--- src/uhp_pkg.sv ---
// constants for the usb host interrupt mask and list pointer registers
package uhp_pkg;
    localparam int unsigned ADDR_W            = 8;
    localparam int unsigned DATA_W            = 32;
    localparam int unsigned EVT_W             = 8;
    // register byte offsets
    localparam logic [7:0] OFF_EVENT_FLAGS    = 8'h0C;
    localparam logic [7:0] OFF_MASK_SET       = 8'h10;
    localparam logic [7:0] OFF_MASK_CLEAR     = 8'h14;
    localparam logic [7:0] OFF_COMM_AREA      = 8'h18;
    localparam logic [7:0] OFF_PERIODIC_DESC  = 8'h1C;
    // field positions
    localparam int unsigned BIT_GLOBAL_IRQ    = 31;
    localparam int unsigned BIT_OWNERSHIP     = 30;
    localparam int unsigned BIT_ROOT_HUB      = 6;
    localparam int unsigned BIT_FRAME_WRAP    = 5;
    localparam int unsigned BIT_FATAL_ERR     = 4;
    localparam int unsigned BIT_RESUME        = 3;
    localparam int unsigned BIT_FRAME_BEGIN   = 2;
    localparam int unsigned BIT_DONE_WB       = 1;
    localparam int unsigned BIT_OVERRUN       = 0;
    localparam int unsigned COMM_LSB          = 8;
    localparam int unsigned DESC_LSB          = 4;
    // implemented bits
    localparam logic [31:0] EVENT_BITS        = 32'h4000_007F;
    localparam logic [31:0] MASK_BITS         = 32'hC000_007F;
    localparam logic [31:0] COMM_AREA_BITS    = 32'hFFFF_FF00;
    localparam logic [31:0] DESC_BITS         = 32'hFFFF_FFF0;
    // reset values
    localparam logic [31:0] MASK_RESET        = 32'h0000_0000;
    localparam logic [31:0] ZERO_WORD         = 32'h0000_0000;
endpackage : uhp_pkg

--- src/uhp_w1_bit.sv ---
// one write-one-set / write-one-clear bit with set priority option
`timescale 1ns/100ps
module uhp_w1_bit (
    // clock and reset
    input  wire logic i_clock,
    input  wire logic i_sys_rst,
    // controls
    input  wire logic i_set,
    input  wire logic i_clear,
    input  wire logic i_set_wins,
    // state
    output logic      o_value
);
    logic next_value;
    assign next_value = i_set_wins ? (i_set | (o_value & ~i_clear))
                                   : ((o_value | i_set) & ~i_clear);
    always_ff @(posedge i_clock or posedge i_sys_rst) begin
        if (i_sys_rst) begin
            o_value <= 1'b0;
        end else begin
            o_value <= next_value;
        end
    end
endmodule : uhp_w1_bit

--- src/uhp_bus_read.sv ---
// read data register for the register port
`timescale 1ns/100ps
module uhp_bus_read (
    // clock and reset
    input  wire logic        i_clock,
    input  wire logic        i_sys_rst,
    // read select
    input  wire logic        i_read,
    input  wire logic [31:0] i_word,
    // read data
    output logic [31:0]      o_rdata
);
    always_ff @(posedge i_clock or posedge i_sys_rst) begin
        if (i_sys_rst) begin
            o_rdata <= 32'h0000_0000;
        end else if (i_read) begin
            o_rdata <= i_word;
        end else begin
            o_rdata <= 32'h0000_0000;
        end
    end
endmodule : uhp_bus_read

--- src/uhp_regs.sv ---
// interrupt mask, communication area base and periodic pointer registers
`timescale 1ns/100ps
module uhp_regs (
    // clock and reset
    input  wire logic                   i_clock,
    input  wire logic                   i_sys_rst,
    // register port
    input  wire logic [uhp_pkg::ADDR_W-1:0] i_addr,
    input  wire logic [uhp_pkg::DATA_W-1:0] i_wdata,
    input  wire logic                   i_write,
    input  wire logic                   i_read,
    output logic [uhp_pkg::DATA_W-1:0]  o_rdata,
    // event sources, one-cycle pulses
    input  wire logic [uhp_pkg::EVT_W-1:0] i_event_pulse,
    // list engine
    input  wire logic                   i_desc_done,
    input  wire logic [31:0]            i_desc_addr,
    output logic [31:0]                 o_comm_area_base,
    output logic [31:0]                 o_periodic_desc_ptr,
    // interrupt
    output logic                        o_irq
);
    import uhp_pkg::*;

    logic [31:0] mask_reg;
    logic [31:0] flag_reg;
    logic [31:0] comm_area_base;
    logic [31:0] periodic_desc_ptr;
    logic [31:0] event_word;
    logic [31:0] read_word;
    logic        wr_set;
    logic        wr_clear;
    logic        wr_flags;
    logic        wr_comm;
    logic        sel_flags;
    logic        sel_set;
    logic        sel_clear;
    logic        sel_comm;
    logic        sel_desc;
    logic        sel_none;
    logic [31:0] pending_word;
    logic        any_pending;

    // address decode
    assign sel_flags = (i_addr == OFF_EVENT_FLAGS);
    assign sel_set   = (i_addr == OFF_MASK_SET);
    assign sel_clear = (i_addr == OFF_MASK_CLEAR);
    assign sel_comm  = (i_addr == OFF_COMM_AREA);
    assign sel_desc  = (i_addr == OFF_PERIODIC_DESC);
    assign sel_none  = !(sel_flags || sel_set || sel_clear || sel_comm || sel_desc);
    assign wr_set    = i_write && sel_set;
    assign wr_clear  = i_write && sel_clear;
    assign wr_flags  = i_write && sel_flags;
    assign wr_comm   = i_write && sel_comm;

    // event pulses placed at their bit positions
    assign event_word = {1'b0, i_event_pulse[7], 23'h00_0000, i_event_pulse[6:0]} & EVENT_BITS;

    // per-bit mask and flag storage
    genvar gi;
    generate
        for (gi = 0; gi < 32; gi++) begin : g_bit
            if (MASK_BITS[gi]) begin : g_mask
                uhp_w1_bit u_mask (
                    .i_clock    (i_clock),
                    .i_sys_rst  (i_sys_rst),
                    .i_set      (wr_set & i_wdata[gi]),
                    .i_clear    (wr_clear & i_wdata[gi]),
                    .i_set_wins (1'b0),
                    .o_value    (mask_reg[gi])
                );
            end else begin : g_mask_none
                assign mask_reg[gi] = 1'b0;
            end
            if (EVENT_BITS[gi]) begin : g_flag
                uhp_w1_bit u_flag (
                    .i_clock    (i_clock),
                    .i_sys_rst  (i_sys_rst),
                    .i_set      (event_word[gi]),
                    .i_clear    (wr_flags & i_wdata[gi]),
                    .i_set_wins (1'b1),
                    .o_value    (flag_reg[gi])
                );
            end else begin : g_flag_none
                assign flag_reg[gi] = 1'b0;
            end
        end
    endgenerate

    // base address and periodic pointer
    always_ff @(posedge i_clock or posedge i_sys_rst) begin
        if (i_sys_rst) begin
            comm_area_base <= ZERO_WORD;
        end else if (wr_comm) begin
            comm_area_base <= i_wdata & COMM_AREA_BITS;
        end
    end

    always_ff @(posedge i_clock or posedge i_sys_rst) begin
        if (i_sys_rst) begin
            periodic_desc_ptr <= ZERO_WORD;
        end else if (i_desc_done) begin
            periodic_desc_ptr <= i_desc_addr & DESC_BITS;
        end
    end

    assign o_comm_area_base    = comm_area_base;
    assign o_periodic_desc_ptr = periodic_desc_ptr;

    // interrupt request
    assign pending_word = flag_reg & mask_reg & EVENT_BITS;
    assign any_pending  = (pending_word != ZERO_WORD);
    assign o_irq        = mask_reg[BIT_GLOBAL_IRQ] && any_pending;

    // read mux, unmapped reads return zero
    assign read_word = sel_flags ? flag_reg :
                       sel_set   ? mask_reg :
                       sel_clear ? mask_reg :
                       sel_comm  ? comm_area_base :
                       sel_desc  ? periodic_desc_ptr :
                       ZERO_WORD;

    uhp_bus_read u_read (
        .i_clock   (i_clock),
        .i_sys_rst (i_sys_rst),
        .i_read    (i_read),
        .i_word    (read_word),
        .o_rdata   (o_rdata)
    );

    // checks
    mask_clear_a: assert property (@(posedge i_clock) disable iff (i_sys_rst)
        wr_clear && i_wdata[BIT_OWNERSHIP] |=> !mask_reg[BIT_OWNERSHIP])
        else $error("mask bit not cleared");
    clear_keep_a: assert property (@(posedge i_clock) disable iff (i_sys_rst)
        wr_clear && !i_wdata[BIT_ROOT_HUB] && !wr_set |=> $stable(mask_reg[BIT_ROOT_HUB]))
        else $error("mask bit changed by zero");
    clear_read_a: assert property (@(posedge i_clock) disable iff (i_sys_rst)
        i_read && i_addr == OFF_MASK_CLEAR |=> o_rdata == $past(mask_reg))
        else $error("clear register read wrong");
    global_off_a: assert property (@(posedge i_clock) disable iff (i_sys_rst)
        wr_clear && i_wdata[BIT_GLOBAL_IRQ] && !wr_set |=> !o_irq)
        else $error("irq after global disable");
    comm_low_a: assert property (@(posedge i_clock) disable iff (i_sys_rst)
        i_read && i_addr == OFF_COMM_AREA |=> o_rdata[7:0] == 8'h00)
        else $error("base low bits not zero");
    comm_write_a: assert property (@(posedge i_clock) disable iff (i_sys_rst)
        wr_comm |=> comm_area_base == ($past(i_wdata) & COMM_AREA_BITS))
        else $error("base not written");
    desc_update_a: assert property (@(posedge i_clock) disable iff (i_sys_rst)
        i_desc_done |=> periodic_desc_ptr == ($past(i_desc_addr) & DESC_BITS))
        else $error("pointer not updated");
    desc_hold_a: assert property (@(posedge i_clock) disable iff (i_sys_rst)
        !i_desc_done |=> $stable(periodic_desc_ptr))
        else $error("pointer changed by software");
    irq_cause_a: assert property (@(posedge i_clock) disable iff (i_sys_rst)
        o_irq |-> mask_reg[BIT_GLOBAL_IRQ] && (flag_reg & mask_reg) != ZERO_WORD)
        else $error("irq without cause");
    mask_set_a: assert property (@(posedge i_clock) disable iff (i_sys_rst)
        wr_set && i_wdata[BIT_FATAL_ERR] && !wr_clear |=> mask_reg[BIT_FATAL_ERR])
        else $error("mask bit not set");

    clear_word_a: assert property (@(posedge i_clock) disable iff (i_sys_rst)
        wr_clear |=> (mask_reg & $past(i_wdata)) == ZERO_WORD)
        else $error("written ones left mask bits set");

    clear_rest_a: assert property (@(posedge i_clock) disable iff (i_sys_rst)
        wr_clear |=> (mask_reg & ~$past(i_wdata)) == ($past(mask_reg) & ~$past(i_wdata)))
        else $error("written zeros changed mask bits");

    set_word_a: assert property (@(posedge i_clock) disable iff (i_sys_rst)
        wr_set |=> (mask_reg & $past(i_wdata)) == ($past(i_wdata) & MASK_BITS))
        else $error("written ones did not set mask bits");

    set_rest_a: assert property (@(posedge i_clock) disable iff (i_sys_rst)
        wr_set |=> (mask_reg & ~$past(i_wdata)) == ($past(mask_reg) & ~$past(i_wdata)))
        else $error("set write changed other mask bits");

    global_set_a: assert property (@(posedge i_clock) disable iff (i_sys_rst)
        wr_set && i_wdata[BIT_GLOBAL_IRQ] |=> mask_reg[BIT_GLOBAL_IRQ])
        else $error("global enable not set");

    mask_idle_a: assert property (@(posedge i_clock) disable iff (i_sys_rst)
        !wr_set && !wr_clear |=> $stable(mask_reg))
        else $error("mask changed without write");

    global_clear_a: assert property (@(posedge i_clock) disable iff (i_sys_rst)
        wr_clear && i_wdata[BIT_GLOBAL_IRQ] |=> !mask_reg[BIT_GLOBAL_IRQ])
        else $error("global enable not cleared");

    global_keep_a: assert property (@(posedge i_clock) disable iff (i_sys_rst)
        wr_clear && !i_wdata[BIT_GLOBAL_IRQ] |=>
            mask_reg[BIT_GLOBAL_IRQ] == $past(mask_reg[BIT_GLOBAL_IRQ]))
        else $error("global enable changed by zero");

    rst_clear_a: assert property (@(posedge i_clock)
        $fell(i_sys_rst) |-> mask_reg == ZERO_WORD && flag_reg == ZERO_WORD
            && comm_area_base == ZERO_WORD && periodic_desc_ptr == ZERO_WORD)
        else $error("registers not cleared by reset");

    own_flag_a: assert property (@(posedge i_clock) disable iff (i_sys_rst)
        i_event_pulse[7] |=> flag_reg[BIT_OWNERSHIP])
        else $error("ownership flag not set");

    own_win_a: assert property (@(posedge i_clock) disable iff (i_sys_rst)
        i_event_pulse[7] && wr_flags && i_wdata[BIT_OWNERSHIP] |=> flag_reg[BIT_OWNERSHIP])
        else $error("ownership event lost to clear");

    own_clear_a: assert property (@(posedge i_clock) disable iff (i_sys_rst)
        wr_flags && i_wdata[BIT_OWNERSHIP] && !i_event_pulse[7] |=> !flag_reg[BIT_OWNERSHIP])
        else $error("ownership flag not cleared");

    own_irq_a: assert property (@(posedge i_clock) disable iff (i_sys_rst)
        flag_reg[BIT_OWNERSHIP] && mask_reg[BIT_OWNERSHIP] && mask_reg[BIT_GLOBAL_IRQ] |-> o_irq)
        else $error("ownership event without irq");

    flag_hold_a: assert property (@(posedge i_clock) disable iff (i_sys_rst)
        !wr_flags && i_event_pulse == 8'h00 |=> $stable(flag_reg))
        else $error("flags changed without cause");

    irq_none_a: assert property (@(posedge i_clock) disable iff (i_sys_rst)
        flag_reg == ZERO_WORD |-> !o_irq)
        else $error("irq with no event");

    set_read_a: assert property (@(posedge i_clock) disable iff (i_sys_rst)
        i_read && sel_set |=> o_rdata == $past(mask_reg))
        else $error("set register read wrong");

    flags_read_a: assert property (@(posedge i_clock) disable iff (i_sys_rst)
        i_read && sel_flags |=> o_rdata == $past(flag_reg))
        else $error("flag register read wrong");

    comm_read_a: assert property (@(posedge i_clock) disable iff (i_sys_rst)
        i_read && sel_comm |=> o_rdata == $past(comm_area_base))
        else $error("base register read wrong");

    desc_read_a: assert property (@(posedge i_clock) disable iff (i_sys_rst)
        i_read && sel_desc |=> o_rdata == $past(periodic_desc_ptr))
        else $error("pointer read wrong");

    none_read_a: assert property (@(posedge i_clock) disable iff (i_sys_rst)
        i_read && sel_none |=> o_rdata == ZERO_WORD)
        else $error("unmapped read not zero");

    read_idle_a: assert property (@(posedge i_clock) disable iff (i_sys_rst)
        !i_read |=> o_rdata == ZERO_WORD)
        else $error("read data outside read cycle");

    comm_hold_a: assert property (@(posedge i_clock) disable iff (i_sys_rst)
        !wr_comm |=> $stable(comm_area_base))
        else $error("base changed without write");

    comm_zero_a: assert property (@(posedge i_clock) disable iff (i_sys_rst)
        wr_comm |=> comm_area_base[7:0] == 8'h00)
        else $error("base low bits stored");

    desc_low_a: assert property (@(posedge i_clock) disable iff (i_sys_rst)
        i_desc_done |=> periodic_desc_ptr[3:0] == 4'h0)
        else $error("pointer low bits stored");

    desc_ro_a: assert property (@(posedge i_clock) disable iff (i_sys_rst)
        i_write && sel_desc && !i_desc_done |=> $stable(periodic_desc_ptr))
        else $error("pointer written by software");

    none_write_a: assert property (@(posedge i_clock) disable iff (i_sys_rst)
        i_write && sel_none |=> $stable(mask_reg) && $stable(comm_area_base))
        else $error("unmapped write changed a register");

    genvar gc;
    generate
        for (gc = 0; gc < 7; gc++) begin : g_evt_chk
            evt_set_a: assert property (@(posedge i_clock) disable iff (i_sys_rst)
                i_event_pulse[gc] |=> flag_reg[gc])
                else $error("event flag not set");

            evt_win_a: assert property (@(posedge i_clock) disable iff (i_sys_rst)
                i_event_pulse[gc] && wr_flags && i_wdata[gc] |=> flag_reg[gc])
                else $error("event lost to clear");

            evt_clear_a: assert property (@(posedge i_clock) disable iff (i_sys_rst)
                wr_flags && i_wdata[gc] && !i_event_pulse[gc] |=> !flag_reg[gc])
                else $error("event flag not cleared");

            evt_irq_a: assert property (@(posedge i_clock) disable iff (i_sys_rst)
                flag_reg[gc] && mask_reg[gc] && mask_reg[BIT_GLOBAL_IRQ] |-> o_irq)
                else $error("unmasked event without irq");
        end
    endgenerate
endmodule : uhp_regs

--- config.mk ---
export PLATFORM = sky130hd
export DESIGN_NAME = uhp_regs
export DESIGN_NICKNAME = d
export VERILOG_FILES = /design/src/uhp_pkg.sv /design/src/uhp_w1_bit.sv /design/src/uhp_bus_read.sv /design/src/uhp_regs.sv
export SDC_FILE = /design/constraint.sdc
export NUM_CORES = 1
export LEC_CHECK = 0
export BUFFER_PORTS_ARGS = -buffer_cell sky130_fd_sc_hd__buf_4
export CORE_MARGIN = 3
export CORE_UTILIZATION = 44
export DETAILED_ROUTE_END_ITERATION = 16
export PLACE_DENSITY = 0.78
export SLEW_MARGIN = 20
export SYNTH_ARGS = -nofsm -noshare
export SYNTH_HDL_FRONTEND = slang
export SYNTH_HIERARCHICAL = 1
export SYNTH_SLANG_ARGS = --single-unit
--- constraint.sdc ---
create_clock -name i_clock -period 1.5 [get_ports i_clock]
set_clock_uncertainty 0.15 [all_clocks]
set_input_delay 0 -clock i_clock [delete_from_list [all_inputs] [get_ports i_clock]]
set_output_delay 0 -clock i_clock [all_outputs]
set_load 0.1 [all_outputs]
# Word-level counts from Yosys, hierarchy flattened
# Cells that the tools add are included.
word_totals:
  word_cells: 115
  out_inout_bits: 97
  regBits: 101
  inputBits: 85
classes:
  reduce_logical: 6
  mux: 6
  bitwise: 78
  eq_ne: 5
op_table:
  columns: ["op", "n"]
  rows:
  - ["$mux W32", 6]
  - ["$and A1 B1 Y1", 43]
  - ["$eq A8 B5 Y1 const B", 4]
  - ["$reduce_bool A32 Y1", 1]
  - ["$and A31 B31 Y31", 1]
  - ["$not A1 Y1", 17]
  - ["$or A1 B1 Y1", 17]
  - ["$eq A8 B4 Y1 const B", 1]
  - ["$logic_and A1 B1 Y1", 5]

# Longest topological paths before layout
depth:
  word_depth: 7
  ltp_mapped: 7
  ltp_nobuf: 5

# Modules after synthesis
# Netlist, hierarchy kept.
by_module_without_submodules:
  columns: ["mod", "cells_per_inst", "area_each_um2", "n_inst", "seq_area_each_um2"]
  rows:
  - ["uhp_regs", 268, 2781.4, 1, 1301.2]
  - ["uhp_bus_read", 68, 1059.8, 1, 800.8]
  - ["uhp_w1_bit", 5, 47.5, 17, 25.0]

# Worst setup path after synthesis
# Ideal clock, no wire load.
synth_path:
  kind: "register to output"
  from: "register g_bit[4].g_flag.u_flag.o_value"
  to: "output o_irq"
  path_stages_with_launch: 3
  n_path_buf: 0
  setup_slack_ns: -0.756
  arrival_ns: 2.106
  required_ns: 1.350
  path_cell_list: "dfrtp_1 a22oi_1 a41oi_1"
synth_between:
  elab_chain_cells: 3
synth_lines:
  columns: ["item", "line", "source"]
  rows:
  - ["start: declaration", "uhp_w1_bit.sv:12", "output logic o_value"]
  - ["start signal: assignment", "uhp_w1_bit.sv:21", "o_value <= next_value;"]
  - ["$and A31 B31 Y31", "uhp_regs.sv:111", "assign pending_word = flag_reg & mask_reg & EVENT_BITS;"]
  - ["$reduce_bool A32 Y1", "uhp_regs.sv:112", "assign any_pending = (pending_word != ZERO_WORD);"]
  - ["$logic_and A1 B1 Y1", "uhp_regs.sv:113", "assign o_irq = mask_reg[BIT_GLOBAL_IRQ] && any_pending;"]
  - ["end: declaration", "uhp_regs.sv:21", "output logic o_irq"]
# Every way passes these cells.

# Final worst setup path
layout_path:
  from: "register g_bit[5].g_mask.u_mask.o_value"
  to: "output o_irq"
layout_between:
  elab_chain_cells: 3
layout_lines:
  columns: ["item", "line"]
  rows:
  - ["start: declaration", "uhp_w1_bit.sv:12"]
  - ["start signal: assignment", "uhp_w1_bit.sv:21"]
  - ["$and A31 B31 Y31", "uhp_regs.sv:111"]
  - ["$reduce_bool A32 Y1", "uhp_regs.sv:112"]
  - ["$logic_and A1 B1 Y1", "uhp_regs.sv:113"]
# Every way passes these cells.

==> parameters.txt <==
Parameter                              Value

Global route
  Global route overflow ... 0
  Via count of the first global-routing pass ... 4316
  Largest net degree at the start of global routing ... 33
  Wire length of the first global-routing pass ... between 20 and 25 mm
  Antenna violations before repair ... 0
  Tot GR Track Use ... 0.244

Floorplanning
  Starting density of the core ... 0.465
  Std-Cell Core Area ... roughly 0.01 sq mm
  Site Rows ... 36
  I/O pin count ... approximately 180
  Total Die Area ... around 0.012 sq mm
  Die Wd ... around 110 microns
  Vertical die dimension ... between 100 and 150 microns

Synth
  Main area contributors after synthesis ... sky130_fd_sc_hd__dfrtp_1 54%, sky130_fd_sc_hd__mux2_2 13%, sky130_fd_sc_hd__and2_2 5.2%, sky130_fd_sc_hd__a22oi_1 4.8%, sky130_fd_sc_hd__nor2_1 4.4%
  Part of the Yosys area used for sequential elements ... 0.544
  Netlist area before placement ... 0.00465 sq mm
  Synth unique cells ... 30
  Mean instance size in the synthesized netlist ... between 10 and 15 sq um
  Area leader, netlist ... sky130_fd_sc_hd__dfrtp_1
  Most instantiated cells after synthesis ... 101 x sky130_fd_sc_hd__dfrtp_1, 54 x sky130_fd_sc_hd__nor2_1, 52 x sky130_fd_sc_hd__mux2_2
  Synth warn ... 6
  Leading register cell type out of synthesis ... sky130_fd_sc_hd__dfrtp_1
  Count of flip-flops with a built-in enable after synthesis ... 0
  Syn Inst Count ... approximately 420
  Area share of the leading cell type in the synthesized netlist ... 0.544
  Dominant cell by count in the synthesized netlist ... sky130_fd_sc_hd__dfrtp_1
  Async set-reset flop share out of synthesis ... 1.00
  Seq cells post-synth ... between 100 and 150

Cells and area
  Final net count ... roughly 780
  N_diodes ... 0
  Utilization of the core after routing ... 0.727
  Fraction of layout instances using a drive strength above 1 ... 0.504
  Final design area excluding fillers ... a little over 0.007 sq mm
  Area growth, synth to finish ... 56.4%

Placed design
  Number of buffer cells added on primary ports ... 164
  Placed instance area ... around 0.0062 sq mm
  DP Wirelength ... 9.51 mm
  Final weighted congestion in routability-driven placement ... 0.835

Timing
  Achievable Freq ... 654 MHz
  Number of hold-slack violations in the final timing report ... 0
  Post-route worst setup slack ... -28.5 ps
  Worst slew pin tran ... between 600 and 700 ps
  Tightest hold margin ... between 20 and 30 ps
  Worst slew slack as a fraction of its limit ... 0.548
  RSZ-0062 raised after global routing ... yes
  Total count of max-transition violations in the final report ... 0
  Min Tclk post-route ... approximately 1500 ps
  Final Cycle Share ... 1.02
  Final setup vio count ... 1

Drt
  Average wire length per cell after detail routing ... 17.1 microns
  Via count ... around 4000
  Number of iterations in the first detailed-routing pass ... 4
  Ratio of routed vias to standard cells ... around 4.9
  Violation count after the first detailed-route iteration ... 160
  DRT Wirelength ... 14.2 mm
  Remaining DRCs ... 0
  Remaining number of nets flagged by the antenna check after routing ... 0

Clocking
  Clk Tree Root Cell ... sky130_fd_sc_hd__clkbuf_8
  Clock latency on the worst-skew pair ... between 300 and 400 ps
  Clock slew seen by the registers of the worst setup and hold paths ... 90 ps
  Buffer depth of the longest clock path ... 2
  Cts bufs inserted ... 9
  Number of clock sinks ... about 100
  CTS tree ... done
  CTS H-tree depth ... 3

Setup path
  Slowest CP cell ... sky130_fd_sc_hd__dfrtp_1
  Element type at the critical path start ... flip-flop
  Worst endpoint required time ... ~1400 ps
  Depth of the worst register-to-register path ... 5
  Arrival time reported for the critical path endpoint ... 1380 ps
  Biggest cell delay along the critical path ... around 410 ps
  Startpoint-to-endpoint class of the critical path ... flip-flop to output pin
  Minimum setup slack among reg-to-reg paths ... ~170 ps
  CP Cell Sequence ... a22oi_2 -> a41oi_2 -> buf_6
  Critical path endpoint category ... output pin
  Maximum fanout encountered on the critical timing path ... 2

Power and ir drop
  Highest ir drop seen on vdd ... between 500 and 600 uV
  Switching component of the power ... between 2000 and 2500 uW
  Leakage power summed over all cells ... 0.00344 uW
  Power share of the clock group ... 0.281
  Sw Ratio ... 0.341
  Cell-internal power ... about 4400 uW
  Flop pwr share ... 0.441
  Power per cell area ... between 900 and 1000 mW/mm^2
  Comb power frac ... 0.278

Flow run
  Max_cap viols ... 0

Outcome
  Status ... finished with violations
  Violated checks ... setup timing

Min path
  Worst hold path cell count ... 5
  Tightest Hold Check Type ... primary input to flip-flop
## metal layers
layer | routed length [microns] | track usage | part of all wire
met1 | 5250 | 0.262 | 0.37
met2 | 7620 | 0.465 | 0.54
met3 | 841 | 0.0462 | 0.059
met4 | 453 | 0.102 | 0.032
met5 | 0 | 0 | 0
## state kept, by name (all words and copies together) (netlist names)
signal                       flops
u_read/o_rdata                  32
o_periodic_desc_ptr             28
g_bit.g_flag.u_flag/o_value      8
g_bit.g_mask.u_mask/o_value      9
o_comm_area_base                24
## cell type report
type                    instances  area (sq um)
clock buffers                  11           141
clock inverters                 5          82.6
fillers                       712          2730
inverters                      38           143
multi-input cells             276          1930
flip-flops and latches        101          2590
well taps                     133           166
repair buffers                264          2210
## worst max-delay path, delay by kind of cell, from the launching register on
family                 cells  cell delay [ps]
buffers and inverters      1              220
AOI/OAI and AO/OA          2              400
DFF                        1              410
## final timing paths
kind                                                       end                           start
worst max-delay path                                     o_irq  g_bit[5].g_mask.u_mask/o_value
worst min-delay path                        u_read/o_rdata[31]                       i_addr[6]
worst max register to register               u_read/o_rdata[5]  g_bit[5].g_mask.u_mask/o_value
worst min register to register          o_periodic_desc_ptr[5]          o_periodic_desc_ptr[5]
max in group asynchronous       g_bit[2].g_flag.u_flag/o_value                       i_sys_rst
min in group asynchronous                    u_read/o_rdata[0]                       i_sys_rst
## stage by stage
stage	setup slack [ps]	power, uW	TNS [ps]	std cells
after global routing	-89.4	6970	-89.4	828
after floorplan	-56.2	4240	-706	448
after detailed placement	-95.4	4710	-1240	734
after CTS	-35.5	6760	-35.5	828
final	-28.5	6720	-28.5	828
after global placement	-10.5	4680	-29.6	734
## cells by family (layout without fill, tap and decap cells)
group / after synthesis / in the layout / share of synthesized area
AND/OR/NAND/NOR: 135 / 135 / 0.161
flip-flops: 101 / 101 / 0.544
buffers and inverters: 71 / 318 / 0.0689
AO/OA/AOI/OAI: 58 / 58 / 0.0945
multiplexers: 54 / 54 / 0.130
other: 2 / 29 / 0.00162
## power groups by stage
stage	logic [uW]	clock network (uW)	registers, uW
final	1870	1890	2960
after global routing	1940	2050	2980
after CTS	1860	1940	2960
after detailed placement	1690	0	3020
after global placement	1680	0	3010
after floorplan	449	0	3790
## timing repair
| action | CTS | global route |
|---|---|---|
| setup buffers | 4 | 0 |
| hold buffers | 74 | 0 |
| endpoints found under the hold margin | 170 | 0 |
| resized for setup | 5 | 2 |
| cloned | 0 | 0 |
| endpoints found under the setup margin | 1 | 2 |
| pin swaps | 3 | 0 |
## layout by cell type, fill, tap and decap left out, drive strengths merged
master / instances
buf: 190
dfrtp: 101
dlygate4sd3: 74
nor2: 54
mux2: 52
inv: 39
and2: 32
a22oi: 30
conb: 29
nand2b: 18
a22o: 17
nand2: 13
clkbuf: 11
nor2b: 5
and3: 4
o21ai: 4
a21oi: 4
nand4b: 3
and3b: 2
mux2i: 2
bufinv: 2
clkinv: 2
nor4: 1
a21o: 1
nand3: 1
nor3: 1
nand3b: 1
a41oi: 1
a2111oi: 1
Power figures use the tool's default switching activity.
